<file path="src/bal_pkg.sv">
`default_nettype none
package bal_pkg;

    // ==================================================================
    // Widths
    localparam int DATA_W = 16;
    localparam int BYTE_W = 8;
    localparam int SEL_W  = 3;
    localparam int FLD_W  = 4;
    localparam int OPF_W  = 8;
    localparam int IOP_W  = 4;
    localparam int SHK_W  = 3;

    // ==================================================================
    // Instruction field positions
    localparam int OPF_LSB = 8;
    localparam int IOP_LSB = 12;
    localparam int IRN_LSB = 8;
    localparam int RM_LSB  = 4;
    localparam int RN_LSB  = 0;
    localparam int SHK_LSB = 4;
    localparam int HIB_POS = 3;

    // ==================================================================
    // Register-form operation codes
    localparam logic [OPF_W-1:0] OPC_MUL  = 8'h40;
    localparam logic [OPF_W-1:0] OPC_DIV  = 8'h41;
    localparam logic [OPF_W-1:0] OPC_CMPB = 8'h42;
    localparam logic [OPF_W-1:0] OPC_CMPW = 8'h43;
    localparam logic [OPF_W-1:0] OPC_AND  = 8'h44;
    localparam logic [OPF_W-1:0] OPC_OR   = 8'h45;
    localparam logic [OPF_W-1:0] OPC_XOR  = 8'h46;
    localparam logic [OPF_W-1:0] OPC_NOT  = 8'h47;
    localparam logic [OPF_W-1:0] OPC_NEG  = 8'h48;
    localparam logic [OPF_W-1:0] OPC_SHF  = 8'h49;

    // ==================================================================
    // Immediate-form operation codes, upper nibble
    localparam logic [IOP_W-1:0] IOP_CMP = 4'hB;
    localparam logic [IOP_W-1:0] IOP_AND = 4'hC;
    localparam logic [IOP_W-1:0] IOP_OR  = 4'hD;
    localparam logic [IOP_W-1:0] IOP_XOR = 4'hE;

    // ==================================================================
    // Divider timing
    localparam int                CNT_W    = 3;
    localparam logic [CNT_W-1:0]  CNT_LAST = 3'h7;
    localparam logic [CNT_W-1:0]  CNT_ONE  = 3'h1;

    typedef enum logic [2:0] {
        SHK_ASL = 3'b000,
        SHK_ASR = 3'b001,
        SHK_LSL = 3'b010,
        SHK_LSR = 3'b011,
        SHK_ROL = 3'b100,
        SHK_ROR = 3'b101,
        SHK_RCL = 3'b110,
        SHK_RCR = 3'b111
    } bal_shk_t;

    typedef enum logic [0:0] {
        ST_IDLE = 1'b0,
        ST_DIV  = 1'b1
    } bal_state_t;

endpackage
`default_nettype wire

</file>
<file path="src/bal_shift_if.sv">
`timescale 1ns/1ps
`default_nettype none
interface bal_shift_if;
    import bal_pkg::*;
    bal_shk_t          kind;
    logic [BYTE_W-1:0] din;
    logic              cin;
    logic [BYTE_W-1:0] dout;
    logic              cout;
    modport alu  (output kind, din, cin, input dout, cout);
    modport unit (input kind, din, cin, output dout, cout);
endinterface
`default_nettype wire

</file>
<file path="src/bal_alu.sv">
// Contract
// - Multiply low byte of destination by source byte, 16-bit result.
// - Divide 16-bit destination by source byte: byte quotient, remainder.
// - Compare subtracts register or immediate from destination, no write.
// - Word compare register-to-register only; immediate compare is byte.
// - Negate replaces a byte register with zero minus its value.
// - AND, OR, XOR and complement work on bytes only.
// - AND destination byte with register or immediate, write back.
// - OR destination byte with register or immediate, write back.
// - XOR destination byte with register or immediate, write back.
// - Complement inverts every bit of a byte register in place.
// - Eight one-register byte shifts and rotates.
// - Arithmetic shifts write back to the same register.
// - Logical shifts fill the vacated bit with zero.
// - Rotate through carry uses carry as a ninth bit.
// - Operation in bits 15..8; register forms hold source, destination low.
// - Immediate forms: destination in upper byte, immediate in bits 7..0.
// - General registers are 16 bits; byte results merge into them.
`timescale 1ns/1ps
`default_nettype none
module bal_alu
(
    input  wire logic                        CLK_SYS,
    input  wire logic                        ARST_N,
    input  wire logic                        REQ_VALID,
    output      logic                        REQ_READY,
    input  wire logic [bal_pkg::DATA_W-1:0]  INSTR,
    output      logic [bal_pkg::SEL_W-1:0]   DST_SEL,
    output      logic [bal_pkg::SEL_W-1:0]   SRC_SEL,
    input  wire logic [bal_pkg::DATA_W-1:0]  DST_VALUE,
    input  wire logic [bal_pkg::DATA_W-1:0]  SRC_VALUE,
    input  wire logic                        CARRY_IN,
    output      logic                        DONE,
    output      logic                        ILLEGAL,
    output      logic                        WB_EN,
    output      logic [bal_pkg::SEL_W-1:0]   WB_SEL,
    output      logic [bal_pkg::DATA_W-1:0]  WB_DATA,
    output      logic                        FLAG_WR,
    output      logic                        FLAG_C,
    output      logic                        FLAG_V,
    output      logic                        FLAG_Z,
    output      logic                        FLAG_N
);
    import bal_pkg::*;

    // ==================================================================
    // Byte lane helpers

    function automatic logic [BYTE_W-1:0] get_byte(
        input logic [DATA_W-1:0] w,
        input logic              hi
    );
        get_byte = hi ? w[DATA_W-1:BYTE_W] : w[BYTE_W-1:0];
    endfunction

    function automatic logic [DATA_W-1:0] put_byte(
        input logic [DATA_W-1:0] w,
        input logic              hi,
        input logic [BYTE_W-1:0] b
    );
        put_byte = hi ? {b, w[BYTE_W-1:0]} : {w[DATA_W-1:BYTE_W], b};
    endfunction

    // ==================================================================
    // State

    bal_state_t          state_r;
    bal_state_t          state_nxt;
    logic [CNT_W-1:0]    cnt_r;
    logic [CNT_W-1:0]    cnt_nxt;
    logic [BYTE_W-1:0]   rem_r;
    logic [BYTE_W-1:0]   rem_nxt;
    logic [BYTE_W-1:0]   quo_r;
    logic [BYTE_W-1:0]   quo_nxt;
    logic [BYTE_W-1:0]   dvs_r;
    logic [BYTE_W-1:0]   dvs_nxt;
    logic                done_r;
    logic                ill_r;
    logic                wr_r;
    logic [SEL_W-1:0]    wsel_r;
    logic [DATA_W-1:0]   data_r;
    logic                flwr_r;
    logic                fc_r;
    logic                fv_r;
    logic                fz_r;
    logic                fn_r;

    // ==================================================================
    // Instruction decode

    wire [OPF_W-1:0]  opf = INSTR[OPF_LSB +: OPF_W];
    wire [IOP_W-1:0]  iop = INSTR[IOP_LSB +: IOP_W];
    wire              is_imm = (iop == IOP_CMP) || (iop == IOP_AND)
                            || (iop == IOP_OR) || (iop == IOP_XOR);
    wire [FLD_W-1:0]  rn = is_imm ? INSTR[IRN_LSB +: FLD_W]
                                  : INSTR[RN_LSB +: FLD_W];
    wire [FLD_W-1:0]  rm = INSTR[RM_LSB +: FLD_W];
    wire [BYTE_W-1:0] imm = INSTR[BYTE_W-1:0];
    wire              hi_d = rn[HIB_POS];
    wire              hi_s = rm[HIB_POS];
    wire [SHK_W-1:0]  shk = INSTR[SHK_LSB +: SHK_W];

    wire op_mul  = (opf == OPC_MUL);
    wire op_div  = (opf == OPC_DIV);
    wire op_cmpw = (opf == OPC_CMPW);
    wire op_cmpb = (opf == OPC_CMPB) || (iop == IOP_CMP);
    wire op_and  = (opf == OPC_AND) || (iop == IOP_AND);
    wire op_or   = (opf == OPC_OR) || (iop == IOP_OR);
    wire op_xor  = (opf == OPC_XOR) || (iop == IOP_XOR);
    wire op_not  = (opf == OPC_NOT);
    wire op_neg  = (opf == OPC_NEG);
    wire op_shf  = (opf == OPC_SHF);
    wire op_cmp  = op_cmpb || op_cmpw;
    wire op_log  = op_and || op_or || op_xor || op_not;
    wire legal   = op_mul || op_div || op_cmp || op_log
                || op_neg || op_shf;

    // Register file reads combinationally in the request cycle
    assign DST_SEL = rn[SEL_W-1:0];
    assign SRC_SEL = rm[SEL_W-1:0];

    // Byte operands from the selected half of each 16-bit register
    wire [BYTE_W-1:0] d_b = get_byte(DST_VALUE, hi_d);
    wire [BYTE_W-1:0] s_b = is_imm ? imm : get_byte(SRC_VALUE, hi_s);

    // ==================================================================
    // Shift unit

    bal_shift_if shf ();

    assign shf.kind = bal_shk_t'(shk);
    assign shf.din  = d_b;
    assign shf.cin  = CARRY_IN;

    bal_shifter u_shifter
    (
        .sh (shf.unit)
    );

    // ==================================================================
    // Single-cycle arithmetic and logic

    wire [BYTE_W:0] cmpb_d = {1'b0, d_b} - {1'b0, s_b};
    wire [DATA_W:0] cmpw_d = {1'b0, DST_VALUE} - {1'b0, SRC_VALUE};
    wire [BYTE_W:0] neg_d  = {(BYTE_W+1){1'b0}} - {1'b0, d_b};
    wire [DATA_W-1:0] prod = {{BYTE_W{1'b0}}, DST_VALUE[BYTE_W-1:0]}
                           * {{BYTE_W{1'b0}}, s_b};

    wire [BYTE_W-1:0] log_r = op_and ? (d_b & s_b)
                            : op_or  ? (d_b | s_b)
                            : op_xor ? (d_b ^ s_b)
                            : ~d_b;
    wire [BYTE_W-1:0] byte_r = op_shf ? shf.dout
                             : op_neg ? neg_d[BYTE_W-1:0]
                             : log_r;

    // Byte results keep the other half of the register intact
    wire [DATA_W-1:0] one_data = op_mul ? prod
                               : put_byte(DST_VALUE, hi_d, byte_r);

    wire sub_v8  = (d_b[7] != s_b[7]) && (cmpb_d[7] != d_b[7]);
    wire sub_v16 = (DST_VALUE[15] != SRC_VALUE[15])
                && (cmpw_d[15] != DST_VALUE[15]);
    wire [BYTE_W-1:0] flg_b = op_cmpb ? cmpb_d[BYTE_W-1:0] : byte_r;

    wire one_z = op_cmpw ? (cmpw_d[DATA_W-1:0] == 16'h0000)
                         : (flg_b == 8'h00);
    wire one_n = op_cmpw ? cmpw_d[DATA_W-1] : flg_b[BYTE_W-1];
    wire one_c = op_shf  ? shf.cout
               : op_cmpw ? cmpw_d[DATA_W]
               : op_cmpb ? cmpb_d[BYTE_W]
               : op_neg  ? neg_d[BYTE_W]
               : CARRY_IN;
    wire one_v = op_cmpw ? sub_v16
               : op_cmpb ? sub_v8
               : op_neg  ? (d_b == 8'h80)
               : 1'b0;

    // ==================================================================
    // Handshake

    assign REQ_READY = (state_r == ST_IDLE);

    wire accept  = REQ_VALID && REQ_READY;
    wire one_go  = accept && !op_div;
    // Quotient must fit a byte, so the high byte must be below divisor
    wire div_ok  = (s_b != 8'h00) && (DST_VALUE[DATA_W-1:BYTE_W] < s_b);
    wire div_go  = accept && op_div && div_ok;
    wire div_bad = accept && op_div && !div_ok;

    // ==================================================================
    // Restoring divider, one quotient bit per cycle

    wire [BYTE_W:0]   dsh   = {rem_r, quo_r[BYTE_W-1]};
    wire              dge   = (dsh >= {1'b0, dvs_r});
    wire [BYTE_W:0]   dsub  = dsh - {1'b0, dvs_r};
    wire [BYTE_W-1:0] rem_s = dge ? dsub[BYTE_W-1:0] : dsh[BYTE_W-1:0];
    wire [BYTE_W-1:0] quo_s = {quo_r[BYTE_W-2:0], dge};
    wire              in_div   = (state_r == ST_DIV);
    wire              div_last = in_div && (cnt_r == CNT_LAST);

    assign state_nxt = div_go ? ST_DIV
                     : div_last ? ST_IDLE
                     : state_r;
    assign cnt_nxt = in_div ? cnt_r + CNT_ONE : {CNT_W{1'b0}};
    assign rem_nxt = div_go ? DST_VALUE[DATA_W-1:BYTE_W]
                   : in_div ? rem_s : rem_r;
    assign quo_nxt = div_go ? DST_VALUE[BYTE_W-1:0]
                   : in_div ? quo_s : quo_r;
    assign dvs_nxt = div_go ? s_b : dvs_r;

    // ==================================================================
    // Completion values

    wire              done_nxt = one_go || div_bad || div_last;
    wire              ill_nxt  = one_go && !legal;
    wire              wr_nxt   = div_last
                              || (one_go && legal && !op_cmp);
    wire [DATA_W-1:0] data_nxt = div_last ? {rem_s, quo_s}
                                          : one_data;
    wire              flwr_nxt = div_last || div_bad
                              || (one_go && legal && !op_mul);
    // Divide fault: flags only, the register is left alone
    wire fc_nxt = (div_last || div_bad) ? 1'b0 : one_c;
    wire fv_nxt = div_bad ? 1'b1 : div_last ? 1'b0 : one_v;
    wire fz_nxt = div_last ? (quo_s == 8'h00)
                : div_bad ? (s_b == 8'h00) : one_z;
    wire fn_nxt = div_last ? quo_s[BYTE_W-1]
                : div_bad ? 1'b0 : one_n;

    // ==================================================================
    // Registers

    always_ff @(posedge CLK_SYS or negedge ARST_N)
    begin
        if (!ARST_N)
        begin
            state_r <= ST_IDLE;
            cnt_r   <= 3'h0;
            rem_r   <= 8'h00;
            quo_r   <= 8'h00;
            dvs_r   <= 8'h00;
        end
        else
        begin
            state_r <= state_nxt;
            cnt_r   <= cnt_nxt;
            rem_r   <= rem_nxt;
            quo_r   <= quo_nxt;
            dvs_r   <= dvs_nxt;
        end
    end

    always_ff @(posedge CLK_SYS or negedge ARST_N)
    begin
        if (!ARST_N)
        begin
            done_r <= 1'b0;
            ill_r  <= 1'b0;
            wr_r   <= 1'b0;
            flwr_r <= 1'b0;
        end
        else
        begin
            done_r <= done_nxt;
            ill_r  <= ill_nxt;
            wr_r   <= wr_nxt;
            flwr_r <= flwr_nxt;
        end
    end

    // Destination index held through a divide
    always_ff @(posedge CLK_SYS or negedge ARST_N)
    begin
        if (!ARST_N)
            wsel_r <= 3'h0;
        else if (accept)
            wsel_r <= rn[SEL_W-1:0];
    end

    // Result and flags hold until the next completion
    always_ff @(posedge CLK_SYS or negedge ARST_N)
    begin
        if (!ARST_N)
        begin
            data_r <= 16'h0000;
            fc_r   <= 1'b0;
            fv_r   <= 1'b0;
            fz_r   <= 1'b0;
            fn_r   <= 1'b0;
        end
        else if (done_nxt)
        begin
            data_r <= data_nxt;
            fc_r   <= fc_nxt;
            fv_r   <= fv_nxt;
            fz_r   <= fz_nxt;
            fn_r   <= fn_nxt;
        end
    end

    assign DONE    = done_r;
    assign ILLEGAL = ill_r;
    assign WB_EN   = wr_r;
    assign WB_SEL  = wsel_r;
    assign WB_DATA = data_r;
    assign FLAG_WR = flwr_r;
    assign FLAG_C  = fc_r;
    assign FLAG_V  = fv_r;
    assign FLAG_Z  = fz_r;
    assign FLAG_N  = fn_r;
endmodule
`default_nettype wire

</file>
<file path="src/bal_shifter.sv">
`timescale 1ns/1ps
`default_nettype none
module bal_shifter
(
    bal_shift_if.unit sh
);
    import bal_pkg::*;

    // ==================================================================
    // One-bit shift and rotate, carry out on top
    logic [BYTE_W:0] res;
    wire  [BYTE_W-1:0] d = sh.din;

    always_comb
    begin
        unique case (sh.kind)
            SHK_ASL: res = {d, 1'b0};
            SHK_ASR: res = {d[0], d[7], d[7:1]};
            SHK_LSL: res = {d, 1'b0};
            SHK_LSR: res = {d[0], 1'b0, d[7:1]};
            SHK_ROL: res = {d[7], d[6:0], d[7]};
            SHK_ROR: res = {d[0], d[0], d[7:1]};
            SHK_RCL: res = {d[7], d[6:0], sh.cin};
            SHK_RCR: res = {d[0], sh.cin, d[7:1]};
        endcase
    end

    // Bit shifted out always lands in carry
    assign sh.dout = res[BYTE_W-1:0];
    assign sh.cout = res[BYTE_W];

endmodule
`default_nettype wire

</file>
<file path="config.mk">
export PLATFORM = sky130hd
export DESIGN_NAME = bal_alu
export DESIGN_NICKNAME = d
export VERILOG_FILES = /design/src/bal_pkg.sv /design/src/bal_shift_if.sv /design/src/bal_alu.sv /design/src/bal_shifter.sv
export SDC_FILE = /design/constraint.sdc
export NUM_CORES = 1
export LEC_CHECK = 0
export BUFFER_PORTS_ARGS = -buffer_cell sky130_fd_sc_hd__buf_2
export CORE_UTILIZATION = 44
export CTS_CLUSTER_DIAMETER = 150
export DETAILED_ROUTE_END_ITERATION = 12
export GPL_TIMING_DRIVEN = 1
export MAX_ROUTING_LAYER = met4
export PLACE_DENSITY = 0.62
export SKIP_CTS_REPAIR_TIMING = 1
export SLEW_MARGIN = 25
export SYNTH_ARGS = -nofsm -noshare
export SYNTH_HDL_FRONTEND = slang
export SYNTH_SLANG_ARGS = --single-unit
</file>
<file path="constraint.sdc">
create_clock -name CLK_SYS -period 4.2 [get_ports CLK_SYS]
set_input_delay 0.21 -clock CLK_SYS [delete_from_list [all_inputs] [get_ports CLK_SYS]]
set_output_delay 0.21 -clock CLK_SYS [all_outputs]
set_load 0.02 [all_outputs]
</file>
==> flow_summary.ini <==
[floorplan]
start_util_pct = 45.41
die_h_um = 141.6
die_w_um = 141.6
coreArea_mm2 = 0.01889
rows = 50
die_area_mm2 = 0.02006
pin_count = 86

[setup_path]
crit_fanout = 8
critical_path_arrival_ns = 5.05
crit_slowest_cell = fa_1
crit_top_cell = fa_1
cp_cell_sequence = buf_12 -> nand4b_1 -> buf_4 -> o211ai_1 -> o21a_2 -> buf_6 -> and2_4 -> fa_1 -> fa_1 -> fa_1 -> inv_2 -> fa_1 -> inv_2 -> ha_4 -> a21o_1 -> a31oi_4 -> o21ai_2 -> o41ai_2 -> xnor2_1 -> o21ai_1 -> a221oi_1
r2r_slack_ns = 1.41
crit_path_end_kind = flop
crit_type = in -> reg
start_kind = input pin
required_ns = 4.40
cpPeakStageDelay_ns = 0.53

[sta]
hold_viol_final = 0
fin_tns_setup_ns = -3.716
clock.fmax_mhz = 206.3
period_share_pct = 115.4
drv_slew = 0
slew_headroom_pct = 51.77
tightest_slew_ns = 0.7227
finalSetupViolations = 8
finalCriticalPeriod_ns = 4.848
fin_skew_ns = 0.008588
fin_ws_ns = -0.6483
rsz0062_at_grt = true

[clock_tree]
clock-sinks = 55
clk_pin_slew_ns = 0.08
root_buffer = clkbuf_16
clock_latency_ns = 0.29
cts_max_level = 2
clockBufferDepth = 2
cts_tree = done
cts_buffers = 5

[yosys]
syn-num-nets = 1292
synth.area.top_cells = dfrtp_1, ha_1, fa_1
syn_area_mm2 = 0.008579
synth_edf_count = 0
synthArstFlopShare_pct = 100.0
ys_seq_area_share_pct = 16.04
synth_top_area_cell = dfrtp_1
syn_area_per_cell_um2 = 7.750
synth_cell_types = 87
yosysWarnings = 0
ys_seq_elements = 55
yosysTopAreaCellShare_pct = 16.04
synth_cells = 1107
synthFlopType = dfrtp_1

[cells_and_area]
area_delta_synth_final_pct = 26.21
drive_gt1_share_pct = 25.89
stdcell_area_mm2 = 0.01083
antennaDiodeCount = 0
fin_nets = 1478

[outcome]
status = complete, but fails checks
violations = negative setup slack

[power_and_ir_drop]
power_per_cell_area_mw_per_mm2 = 404.6
total_leakage_power_uw = 0.005240
power_uw = 4381
ir_worst_vdd_v = 0.0005506

[placement]
dpl.hpwl_mm = 25.31
port_buffers = 85
place_area_mm2 = 0.01029
gp_congestion = 0.9933

[grt]
grt_pass1_vias = 8769
antenna_found_initial = 0
grt_overflow = 0
grt_pass1_wl_mm = 49.45
grt_max_degree = 56
grt.total_usage_pct = 33.02

[routing]
drt_iter0_markers = 644
first_pass_iters = 6
num_vias = 9272
post_drt_wl_per_cell_um = 20.61
drtAntennaViolNets = 0
route.detailed.drc = 0
via_per_inst = 5.967
wirelength_mm = 32.03

[worst_hold_path]
min_path_type = in -> async

[flow_run]
max-cap-violations = 0
final cells by class:
cell class                      count  area, um2
Inverter                          114      427.9
Tap cell                          260      325.3
Sequential cell                    55       1376
Fill cell                        1828       8065
Clock inverter                      2      38.79
Multi-Input combinational cell    881       6887
Timing Repair Buffer              236       1644
Clock buffer                        6      128.9
path summary, 6_finish.rpt:
| kind | from | end | cells past startpoint |
|---|---|---|---|
| setup / recovery | INSTR[14] | WB_DATA[14] | 21 |
| hold / removal | ARST_N | WB_SEL[1] | 2 |
| setup reg to reg | dvs_r[1] | rem_r[7] | 11 |
| hold reg to reg | cnt_r[0] | cnt_r[0] | 1 |
| max in group asynchronous | ARST_N | dvs_r[6] | 2 |
| min in group CLK_SYS | REQ_VALID | WB_SEL[1] | 4 |
state kept, by name (all words and copies together), names as in the netlist, 3 cells and up:
signal and flops:
WB_SEL 3, quo_r 8, WB_DATA 16, rem_r 8, cnt_r 3, dvs_r 8
cells by family (layout without fill, tap and decap cells):
group	count (synthesis)	after routing	share of synthesized area (%)
adders and majority gates	133	133	22.81
DFF	55	55	16.04
xor gates and xnor gates	27	27	2.756
muxes	23	23	2.785
and+or+nand+nor	408	408	23.25
AOI/OAI and AO/OA	290	290	24.28
buffers and inverters	171	358	8.079
layout by cell type, fill, tap and decap left out, types with 37 or more instances in the layout:
master and instances:
inv_1 101, nand2_1 128, a21oi_1 42, buf_4 141, nor2_1 91, buf_2 83
dfrtp_1 55, o21ai_0 51, fa_1 37, ha_1 89
critical path: cells and delay by family:
kind	cells	cell delay, ns
AOI/OAI and AO/OA	8	1.50
xor gates and xnor gates	1	0.20
buffers and inverters	5	0.53
and+or+nand+nor	2	0.39
adders and majority gates	5	2.21
routing by layer:
metal | vias to the layer above | share of wire, % | track usage (%) | wire length (um)
li1 | 4280 | - | - | -
met1 | 4504 | 44 | 45.55 | 14250
met2 | 422 | 45 | 51.00 | 14420
met3 | 66 | 7.6 | 3.712 | 2449
met4 | 0 | 2.8 | 9.394 | 909
met5 | - | 0 | - | 0
power breakdown:
group	internal, uW	switching [uW]	leakage [uW]	total (uW)
Combinational	1470	1710	0.00448	3180
Sequential	627	89.7	0.000679	717
Clock	285	200	0.0000815	484
Total	2390	2000	0.00524	4380
metrics by stage:
| step | hold slack, ns | worst slack [ns] | std cells | util, % |
|---|---|---|---|---|
| after global placement | 0.3857 | -1.017 | 1527 | 54.43 |
| after detailed placement | 0.3928 | -1.173 | 1527 | 54.44 |
| after floorplan | -0.08559 | -0.7797 | 1107 | - |
| after global routing | 0.1010 | -0.8454 | 1554 | 57.31 |
| after CTS | 0.08250 | -0.8688 | 1535 | 55.33 |
| final | 0.05090 | -0.6483 | 1554 | 57.31 |
cell usage after synthesis, types with 5 or more instances:
cell,instances
mux2_2,6
o21bai_1,5
nand2_1,129
fa_1,39
nand2b_1,20
o21a_1,7
a21o_1,11
o21ai_1,6
or4_1,7
nor2_1,100
clkbuf_1,34
a221o_1,10
o211ai_1,12
a22oi_1,20
mux2i_1,16
xnor2_1,16
dfrtp_1,55
o21ai_0,58
or3_1,6
a211oi_1,11
and2_1,25
nor3_1,21
a221oi_1,13
o41ai_1,7
and3_1,8
a31oi_1,7
buf_4,5
o22ai_1,7
a21oi_1,48
nor4_1,9
a2111oi_0,11
inv_1,109
nor2b_1,36
nand3_1,19
buf_2,14
o221ai_1,6
ha_1,94
xor2_1,11
(Power assumes the default switching activity.)
